<file path="src/logic/pdc_pkg.sv">
`default_nettype none
// ****************************************************************
// Shared constants of the power-down control block.
// ****************************************************************
package pdc_pkg;
	// Command-decode delay after the CKE fall at entry, in CK cycles.
	localparam int unsigned T_CPDED_NCK   = 4;
	// Least CKE hold time after entry or exit, in CK cycles.
	localparam int unsigned T_CKE_NCK     = 6;
	// Power-down exit latency to a valid command, in CK cycles.
	localparam int unsigned T_XP_NCK      = 8;
	// Refresh interval, in CK cycles.
	localparam int unsigned T_REFI_NCK    = 6240;
	// Number of refresh intervals that bound one power-down period.
	localparam int unsigned PD_REFI_LIMIT = 9;
	// Largest write latency that the entry window logic serves.
	localparam int unsigned WL_MAX        = 32;
	// Width of the short timers.
	localparam int unsigned SHORT_W       = 8;

	// Controller states, one-hot.
	typedef enum logic [4:0] {
		PDC_RESET = 5'h01,
		PDC_IDLE  = 5'h02,
		PDC_ENTRY = 5'h04,
		PDC_DOWN  = 5'h08,
		PDC_EXIT  = 5'h10
	} pdc_state_t;
endpackage
`default_nettype wire

</file>
<file path="src/logic/pdc_tmr_if.sv">
`default_nettype none
// ****************************************************************
// Carrier between the controller and one of its cycle timers.
// ****************************************************************
interface pdc_tmr_if #(
	parameter int unsigned W = 8
);
	logic         load;  // Loads the start value.
	logic         tick;  // One CK edge has passed.
	logic [W-1:0] value; // Start value of the count.
	logic         done;  // Count has run out.

	modport owner (output load, output tick, output value, input done);
	modport timer (input load, input tick, input value, output done);
endinterface
`default_nettype wire

</file>
<file path="src/logic/pdc_timer.sv">
`default_nettype none
// ****************************************************************
// Down counter that runs on CK edge ticks.
// ****************************************************************
module pdc_timer #(
	parameter int unsigned W = 8
) (
	input  wire logic clk,   // System clock.
	input  wire logic rst,   // Asynchronous reset, active high.
	pdc_tmr_if.timer  t      // Load, tick and done.
);
	logic [W-1:0] cnt; // Remaining ticks.

	// A load restarts the count; ticks only count down while above zero.
	always_ff @(posedge clk or posedge rst) begin
		if (rst) begin
			cnt <= '0;
		end else if (t.load) begin
			cnt <= t.value;
		end else if (t.tick && (cnt != '0)) begin
			cnt <= cnt - 1'b1;
		end
	end

	// Done stands from the tick that empties the count until a load refills it.
	// It shows the count as it stands, so a check made in the loading cycle still
	// judges the run that the load ends.
	assign t.done = (cnt == '0);
endmodule // pdc_timer
`default_nettype wire

</file>
<file path="src/logic/pdc_top.sv">
`default_nettype none
module pdc_top #(
	parameter int unsigned CPDED_NCK = pdc_pkg::T_CPDED_NCK,                // Entry delay.
	parameter int unsigned CKE_NCK   = pdc_pkg::T_CKE_NCK,                  // CKE hold.
	parameter int unsigned XP_NCK    = pdc_pkg::T_XP_NCK,                   // Exit latency.
	parameter int unsigned PD_MAX_NCK = pdc_pkg::PD_REFI_LIMIT * pdc_pkg::T_REFI_NCK, // Limit.
	parameter int unsigned WLMAX     = pdc_pkg::WL_MAX                      // Largest WL.
) (
	input  wire logic                     clk,               // System clock, 50 MHz.
	input  wire logic                     rst,               // Asynchronous reset, high.
	input  wire logic                     ck_pin,            // Memory clock from controller.
	input  wire logic                     cke_pin,           // Clock enable pin.
	input  wire logic                     cs_n_pin,          // Chip select, high is deselect.
	input  wire logic                     reset_n_pin,       // Device reset pin, low active.
	input  wire logic                     odt_pin,           // Termination control pin.
	input  wire logic                     banks_open,        // At least one bank is open.
	input  wire logic                     core_busy,         // Activate, precharge, refresh run.
	input  wire logic                     locked_op_busy,    // MRS, MPR, ZQ, DLL lock, burst run.
	input  wire logic                     dll_locked,        // DLL is locked.
	input  wire logic                     dll_reset_done,    // DLL reset has been performed.
	input  wire logic                     odt_ibuf_off_mode, // ODT buffer disable mode bit.
	input  wire logic [2:0]               park_sel,          // Park termination field.
	input  wire logic                     nom_term_cfg,      // Nominal termination configured.
	input  wire logic [$clog2(WLMAX+1)-1:0] write_lat,       // Write latency in CK cycles.
	output logic                          in_reset,          // Device is in its reset state.
	output logic                          pd_state,          // Device is powered down.
	output logic                          pd_precharge,      // Precharge power-down mode.
	output logic                          pd_active,         // Active power-down mode.
	output logic                          pd_low_current,    // Power-down current applies.
	output logic                          io_buf_en,         // Data and other input buffers on.
	output logic                          cmd_rx_en,         // Command and address receivers on.
	output logic                          odt_buf_en,        // ODT input buffer on.
	output logic                          nom_term_en,       // Nominal termination provided.
	output logic                          park_term_en,      // Park termination provided.
	output logic                          dll_en,            // DLL enabled.
	output logic                          cmd_ready,         // Valid commands may follow.
	output logic                          dll_reset_req,     // DLL reset needed before reads.
	output logic                          anpd_odt,          // ODT seen in the entry window.
	output logic                          err_cke_forbidden, // CKE fell during a locked op.
	output logic                          err_cke_hold,      // CKE toggled inside tCKE.
	output logic                          err_pd_duration    // Power-down ran past its limit.
);
	localparam int unsigned WLW = $clog2(WLMAX + 1);       // Width of the write latency.
	localparam int unsigned DW  = $clog2(PD_MAX_NCK + 1);  // Width of the duration timer.
	localparam int unsigned SW  = pdc_pkg::SHORT_W;        // Width of the short timers.

	// ****************************************************************
	// Elaboration checks.
	// ****************************************************************
	if ((CPDED_NCK < 1) || (CPDED_NCK >= (1 << SW)) || (CKE_NCK < 1) ||
	    (CKE_NCK >= (1 << SW)) || (XP_NCK < 1) || (XP_NCK >= (1 << SW)) ||
	    (PD_MAX_NCK < 1) || (WLMAX < 2)) begin : g_bad_cfg
		$error("pdc_top: timing parameter out of range");
	end

	// ****************************************************************
	// Pin synchronisers and CK edge detection.
	// ****************************************************************
	logic [4:0] pin_s1;   // First stage, read only by the second stage.
	logic [4:0] pin_s2;   // Second stage, safe to use.
	logic       ck_prev;  // CK level one cycle earlier.
	logic       ck_edge;  // One-cycle pulse on each rising CK edge.
	logic       cke_s;    // Synchronised CKE.
	logic       desel_s;  // Synchronised deselect.
	logic       rstn_s;   // Synchronised reset pin.
	logic       odt_s;    // Synchronised ODT.

	// All pins pass two flops; the reset pin resets low so the device starts in reset.
	always_ff @(posedge clk or posedge rst) begin
		if (rst) begin
			pin_s1  <= 5'h00;
			pin_s2  <= 5'h00;
			ck_prev <= 1'b0;
		end else begin
			pin_s1  <= {odt_pin, reset_n_pin, cs_n_pin, cke_pin, ck_pin};
			pin_s2  <= pin_s1;
			ck_prev <= pin_s2[0];
		end
	end

	assign ck_edge = pin_s2[0] && !ck_prev;
	assign cke_s   = pin_s2[1];
	assign desel_s = pin_s2[2];
	assign rstn_s  = pin_s2[3];
	assign odt_s   = pin_s2[4];

	// ****************************************************************
	// Cycle timers.
	// ****************************************************************
	pdc_tmr_if #(.W(SW)) seq_t ();   // tCPDED after entry, tXP after exit.
	pdc_tmr_if #(.W(SW)) hold_t ();  // tCKE hold after each transition.
	pdc_tmr_if #(.W(DW)) dur_t ();   // Length of one power-down period.

	pdc_timer #(.W(SW)) u_seq  (.clk(clk), .rst(rst), .t(seq_t));
	pdc_timer #(.W(SW)) u_hold (.clk(clk), .rst(rst), .t(hold_t));
	pdc_timer #(.W(DW)) u_dur  (.clk(clk), .rst(rst), .t(dur_t));

	pdc_pkg::pdc_state_t state;       // Present state.
	pdc_pkg::pdc_state_t next_state;  // State after this cycle.
	logic                enter_now;   // Entry registered on this edge.
	logic                exit_now;    // Exit registered on this edge.

	assign enter_now = ck_edge && !cke_s && desel_s && (state == pdc_pkg::PDC_IDLE);
	assign exit_now  = ck_edge && cke_s && desel_s &&
	                   ((state == pdc_pkg::PDC_ENTRY) || (state == pdc_pkg::PDC_DOWN));

	// Timer loads follow the transitions; all timers count CK edges only.
	assign seq_t.tick   = ck_edge;
	assign hold_t.tick  = ck_edge;
	assign dur_t.tick   = ck_edge;
	assign seq_t.load   = enter_now || exit_now;
	assign seq_t.value  = enter_now ? SW'(CPDED_NCK) : SW'(XP_NCK);
	assign hold_t.load  = enter_now || exit_now;
	assign hold_t.value = SW'(CKE_NCK);
	assign dur_t.load   = enter_now;
	assign dur_t.value  = DW'(PD_MAX_NCK);

	// ****************************************************************
	// Power-down sequence.
	// ****************************************************************
	// Next state; the reset pin overrides everything, even mid power-down.
	always_comb begin
		next_state = state;
		case (state)
			pdc_pkg::PDC_RESET: begin
				if (rstn_s) begin
					next_state = pdc_pkg::PDC_IDLE;
				end
			end
			pdc_pkg::PDC_IDLE: begin
				if (enter_now) begin
					next_state = pdc_pkg::PDC_ENTRY;
				end
			end
			pdc_pkg::PDC_ENTRY: begin
				if (exit_now) begin
					next_state = pdc_pkg::PDC_EXIT;
				end else if (seq_t.done) begin
					next_state = pdc_pkg::PDC_DOWN;
				end
			end
			pdc_pkg::PDC_DOWN: begin
				if (exit_now) begin
					next_state = pdc_pkg::PDC_EXIT;
				end
			end
			pdc_pkg::PDC_EXIT: begin
				if (seq_t.done) begin
					next_state = pdc_pkg::PDC_IDLE;
				end
			end
			default: begin
				next_state = pdc_pkg::PDC_RESET;
			end
		endcase
		if (!rstn_s) begin
			next_state = pdc_pkg::PDC_RESET;
		end
	end

	// State register.
	always_ff @(posedge clk or posedge rst) begin
		if (rst) begin
			state <= pdc_pkg::PDC_RESET;
		end else begin
			state <= next_state;
		end
	end

	// ****************************************************************
	// Entry window history of ODT.
	// ****************************************************************
	logic [WLMAX-1:0] odt_hist;  // ODT samples, bit 0 the newest CK edge.
	logic             odt_win;   // ODT high anywhere in the window.

	// Shift one sample per CK edge so the window is counted in CK cycles.
	always_ff @(posedge clk or posedge rst) begin
		if (rst) begin
			odt_hist <= '0;
		end else if (ck_edge) begin
			odt_hist <= {odt_hist[WLMAX-2:0], odt_s};
		end
	end

	// The window reaches back write latency less one edges before entry.
	always_comb begin
		odt_win = odt_s;
		for (int i = 0; i < WLMAX; i++) begin
			if ((WLW+1)'(i) + (WLW+1)'(2) <= {1'b0, write_lat}) begin
				odt_win = odt_win | odt_hist[i];
			end
		end
	end

	// Latched at entry; in buffer disable mode this marks that termination may resolve
	// to either nominal or park, so a user should not rely on which one.
	always_ff @(posedge clk or posedge rst) begin
		if (rst) begin
			anpd_odt <= 1'b0;
		end else if (enter_now) begin
			anpd_odt <= odt_win;
		end else if (state == pdc_pkg::PDC_IDLE) begin
			anpd_odt <= 1'b0;
		end
	end

	// ****************************************************************
	// Buffer, termination and mode outputs.
	// ****************************************************************
	logic in_pd;     // Entered or down, CKE low registered.
	logic rx_off;    // Command receivers off.
	assign in_pd  = (state == pdc_pkg::PDC_ENTRY) || (state == pdc_pkg::PDC_DOWN);
	assign rx_off = (state == pdc_pkg::PDC_DOWN);

	// Outputs are registered; they follow the state one clk cycle later, which is far
	// inside one CK period, so the ports stay aligned to the CK edges.
	always_ff @(posedge clk or posedge rst) begin
		if (rst) begin
			in_reset       <= 1'b1;
			pd_state       <= 1'b0;
			pd_precharge   <= 1'b0;
			pd_active      <= 1'b0;
			pd_low_current <= 1'b0;
			io_buf_en      <= 1'b0;
			cmd_rx_en      <= 1'b0;
			odt_buf_en     <= 1'b0;
			nom_term_en    <= 1'b0;
			park_term_en   <= 1'b0;
			dll_en         <= 1'b0;
			cmd_ready      <= 1'b0;
		end else begin
			in_reset       <= (state == pdc_pkg::PDC_RESET);
			pd_state       <= in_pd;
			// Mode is decided only once the core is quiet.
			pd_precharge   <= in_pd && !core_busy && !banks_open;
			pd_active      <= in_pd && !core_busy && banks_open;
			pd_low_current <= in_pd && !core_busy;
			io_buf_en      <= !in_pd && (state != pdc_pkg::PDC_RESET);
			cmd_rx_en      <= !rx_off && (state != pdc_pkg::PDC_RESET);
			// In disable mode ODT is still heeded until tCPDED has run out.
			odt_buf_en     <= (state != pdc_pkg::PDC_RESET) &&
			                  !(rx_off && odt_ibuf_off_mode);
			nom_term_en    <= nom_term_cfg && (state != pdc_pkg::PDC_RESET) &&
			                  !(in_pd && odt_ibuf_off_mode);
			park_term_en   <= in_pd && (park_sel != 3'h0);
			dll_en         <= (state != pdc_pkg::PDC_RESET);
			cmd_ready      <= (state == pdc_pkg::PDC_IDLE);
		end
	end

	// ****************************************************************
	// DLL reset request.
	// ****************************************************************
	// Set wins over the clear so an entry in the clearing cycle is not lost.
	always_ff @(posedge clk or posedge rst) begin
		if (rst) begin
			dll_reset_req <= 1'b0;
		end else if (state == pdc_pkg::PDC_RESET) begin
			dll_reset_req <= 1'b0;
		end else if (enter_now && !dll_locked) begin
			dll_reset_req <= 1'b1;
		end else if (dll_reset_done) begin
			dll_reset_req <= 1'b0;
		end
	end

	// ****************************************************************
	// Monitors of the controller's duties.
	// ****************************************************************
	// Sticky flags; only the device reset clears them, since the device cannot repair
	// a broken sequence and the flags serve as a record for debug.
	always_ff @(posedge clk or posedge rst) begin
		if (rst) begin
			err_cke_forbidden <= 1'b0;
			err_cke_hold      <= 1'b0;
			err_pd_duration   <= 1'b0;
		end else if (state == pdc_pkg::PDC_RESET) begin
			err_cke_forbidden <= 1'b0;
			err_cke_hold      <= 1'b0;
			err_pd_duration   <= 1'b0;
		end else begin
			if (enter_now && locked_op_busy) begin
				err_cke_forbidden <= 1'b1;
			end
			// CKE back high too soon after entry, or low again too soon after exit.
			if ((exit_now && !hold_t.done) ||
			    (ck_edge && !cke_s && (state == pdc_pkg::PDC_EXIT) && !hold_t.done)) begin
				err_cke_hold <= 1'b1;
			end
			if (in_pd && dur_t.done) begin
				err_pd_duration <= 1'b1;
			end
		end
	end
endmodule // pdc_top
`default_nettype wire

</file>
<file path="config.mk">
export PLATFORM = sky130hd
export DESIGN_NAME = pdc_top
export DESIGN_NICKNAME = d
export VERILOG_FILES = /design/src/logic/pdc_pkg.sv /design/src/logic/pdc_tmr_if.sv /design/src/logic/pdc_timer.sv /design/src/logic/pdc_top.sv
export SDC_FILE = /design/constraint.sdc
export NUM_CORES = 1
export LEC_CHECK = 0
export ABC_AREA = 1
export BUFFER_PORTS_ARGS = -buffer_cell sky130_fd_sc_hd__clkbuf_2
export CAP_MARGIN = 20
export CORE_ASPECT_RATIO = 1.25
export CORE_MARGIN = 2
export CORE_UTILIZATION = 26
export CTS_BUF_LIST = sky130_fd_sc_hd__clkbuf_4 sky130_fd_sc_hd__clkbuf_8 sky130_fd_sc_hd__clkbuf_16
export DETAILED_ROUTE_END_ITERATION = 12
export PLACE_DENSITY_LB_ADDON = 0.05
export SYNTH_ARGS = -nofsm -noshare
export SYNTH_HDL_FRONTEND = slang
export SYNTH_HIERARCHICAL = 1
export SYNTH_SLANG_ARGS = --single-unit
</file>
<file path="constraint.sdc">
create_clock -name clk -period 2.2 [get_ports clk]
set_input_delay 0.55 -clock clk [delete_from_list [all_inputs] [get_ports clk]]
set_output_delay 0.55 -clock clk [all_outputs]
set_load 0.05 [all_outputs]
</file>
==> metrics.txt <==
outcome=finished, final reports clean; CTS tree=yes; grt ovf=0; ys async rst share=100.0%; clock sink count=97; R2R Path End=u_hold/cnt[3]; top-area cell type share of the netlist area=44.35%; post-synthesis register bit count=97; Final Hold Viols=0; M2 GR Usage=~24%; met3 Use GR=roughly 2.1%; vias in the first global route=approximately 4,600; VDD IR max=0.0004782 V; main area contributors after synthesis=dfrtp_1 44%, nand2_1 15%, nand3_1 7.3%; worst setup path start=state[0]; worst-path maximum fanout=7; RSZ-0062 raised after global routing=no; Worst Setup EP=u_hold/cnt[3]; # DRC=0; count of flip-flops with a built-in enable after synthesis=0; synthesized instance count=between 700 and 800; Seq. cell area=around 2400 µm²; core area=20,170 µm²; port buffer count=39; H-tree levels=3; via count=4,566; number of max-cap violations=0; reg-to-reg startpoint=state[0]; Clk Latency, worst-skew pair=around 0.35 ns; die width=132.4 µm; # diodes=0; Unique masters post-synth=40; Worst Setup Path Type=flip-flop to flip-flop; DIE AREA=21,790 µm²; Root Driver=clkbuf_16; Yosys warnings=6; starting DRC count in detailed routing=217; Detail Route Antenna Nets=0; largest area contributor in the netlist=dfrtp_1; Max Fclk=518.1 MHz; Slew @ Worst Pin=about 0.71 ns; I/O pin count=40; synthesized area per cell=7.497 µm²; clock slew at reported path FFs=0.07 ns; Die Height=approximately 160 µm; Initial Util=about a quarter; Relative slew margins=a little over half; placed cell area=6063 µm²; Post-CTS Setup Inserts=0; met1 usage in global routing=17.50%; layout cells sized above 1=17.17%; Primary FF master, synth=dfrtp_1; Post-Syn Area=~5400 µm²; pin count of the biggest net entering global routing=39; Setup TNS=0 ns; Vias/cell=4.275; r2r worst-path depth=9; first-pass GRT wire length=about 24 mm; DR pass1 iterations=4; TritonCTS buffer count=9; crit path time final=slightly below 2 ns; Worst Path Arrival=between 2 and 2.5 ns; gpl congestion=~0.81; fin. max-slew vios=0; Req. time, crit path=2.48 ns; CTS max path bufs=2; GR Util All Layers=13.73%; crit path launch type=flip-flop; Hold Crit Class=input pin to async pin; total wire length=about 14 mm; Seq/Total Area, Yosys=a little under half; final setup vio count=0; Final Cell Area=6365 µm²; number of core rows=58; area of the multi-input gates=2618 µm²; leakage=3.122 nW; routed length per placed instance=around 13 µm; Clock Skews=~0.011 ns; Crit. End Element=flip-flop; GR peak layer=met2; detailed placement HPWL=between 10 and 15 mm; Area growth syn-to-layout=18.74%; R2R setup slack=0.27 ns; nets=821; overall power=6.691 mW; Pwr Density=between 1000 and 1500 nW/µm²; fin crit share=87.73%; antenna violations before repair=0; fillers=2,252
## where the power goes
group	internal (mW)	leakage (nW)	switching, mW
combinational	0.845	1.72	1.58
sequential	2.20	1.26	0.418
clock	0.895	0.148	0.751
## metal layers
metal  vias up  share of wire [%]
met5         -                  0
met4         0                1.2
met3        10                2.8
met2        64                 50
met1      2122                 46
li1       2370                  -
## logic make-up after synthesis
family / share of synthesized area, %
AND/OR/NAND/NOR: 35.25
XOR/XNOR: 1.961
AO/OA/AOI/OAI: 8.357
flip-flops: 45.33
other: 0.1401
buffers and inverters: 7.796
adder cells (fa/ha/maj): 1.167
## repair_timing
action,in CTS,in global routing
hold buffers,0,0
endpoints found under the setup margin,0,5
gates resized for setup,0,1
## worst min-delay path by stage
stage	start	endpoint	slack, ns	cells after the start
global placement	pin_s1[4]	pin_s2[4]	0.33	0
finish	rst	err_cke_forbidden	0.12	2
detailed placement	pin_s1[4]	pin_s2[4]	0.34	0
global route	rst	err_cke_forbidden	0.12	2
CTS	rst	err_cke_forbidden	0.10	2
floorplan	pin_s1[0]	pin_s2[0]	0.33	0
## cells in the final DEF, fill, tap and decap left out, types with 2 or more instances in the layout
cell / Yosys / routed
a21oi_1: 11 / 11
buf_12: 0 / 2
buf_4: 0 / 15
clkbuf_16: 0 / 9
clkbuf_2: 1 / 39
clkinv_1: 2 / 2
clkinv_2: 0 / 2
conb_1: 2 / 30
dfrtp_1: 95 / 95
dfstp_2: 2 / 2
ha_1: 5 / 5
inv_1: 72 / 70
inv_2: 14 / 16
inv_6: 0 / 2
nand2_1: 218 / 218
nand2_2: 9 / 9
nand2_4: 6 / 6
nand3_1: 78 / 78
nand3_2: 2 / 2
nand4_1: 6 / 6
nor2_1: 68 / 68
nor2_2: 6 / 6
nor2_4: 7 / 7
nor3_1: 6 / 6
o21ai_0: 48 / 48
o21ai_1: 4 / 4
o21ai_2: 7 / 7
o21ai_4: 2 / 2
o21bai_1: 3 / 3
or2_2: 5 / 5
xnor2_1: 7 / 7
xor2_1: 5 / 5
## flip-flops by register name, summed over array words and instances, names as in the netlist, 5 cells and up
register	flops
odt_hist	32
state	5
pin_s2	5
u_dur/cnt	16
u_hold/cnt	8
pin_s1	5
u_seq/cnt	8
## through the flow
step	setup WS, ns	hold slack, ns	util, %	std cells
2_1_floorplan	0.02686	0.3312	-	743
3_3_place_gp	0.1969	0.3343	30.05	1052
3_5_place_dp	0.1877	0.3434	30.05	1052
4_1_cts	0.1762	0.1017	31.55	1068
5_1_grt	0.03840	0.1219	31.55	1068
6_report	0.2700	0.1180	31.55	1068
## final cells by class
class | count | share of cell area [%]
Clock inverter | 7 | 1.199
Multi-Input combinational cell | 541 | 41.12
Clock buffer | 9 | 3.538
Tap cell | 270 | 5.308
Timing Repair Buffer | 56 | 5.465
Sequential cell | 97 | 38.18
Inverter | 88 | 5.190
## cell usage after synthesis (2+ instances only)
master,n
a21oi_1,11
nand2_4,6
conb_1,2
nor2_1,68
clkbuf_1,5
dfrtp_1,95
nand2_1,218
buf_2,8
nor3_1,6
dfstp_2,2
o21ai_2,7
xnor2_1,7
o21bai_1,3
clkinv_1,2
xor2_1,5
nand2_2,9
ha_1,5
nor2_4,7
o21ai_4,2
or2_2,5
nand3_1,78
o21ai_1,4
nand3_2,2
inv_2,14
nand4_1,6
inv_1,72
nor2_2,6
o21ai_0,48
## critical path, cell delays in order, from the launching register on
cell and delay [ns]:
dfstp_2 0.59, nor2_1 0.08, nand4_1 0.16, nand2_2 0.08
nand2_1 0.14, nand2_1 0.16, buf_4 0.20, nor3_1 0.27
nand2_1 0.09, nand3_1 0.08
(Power assumes the default switching activity.)
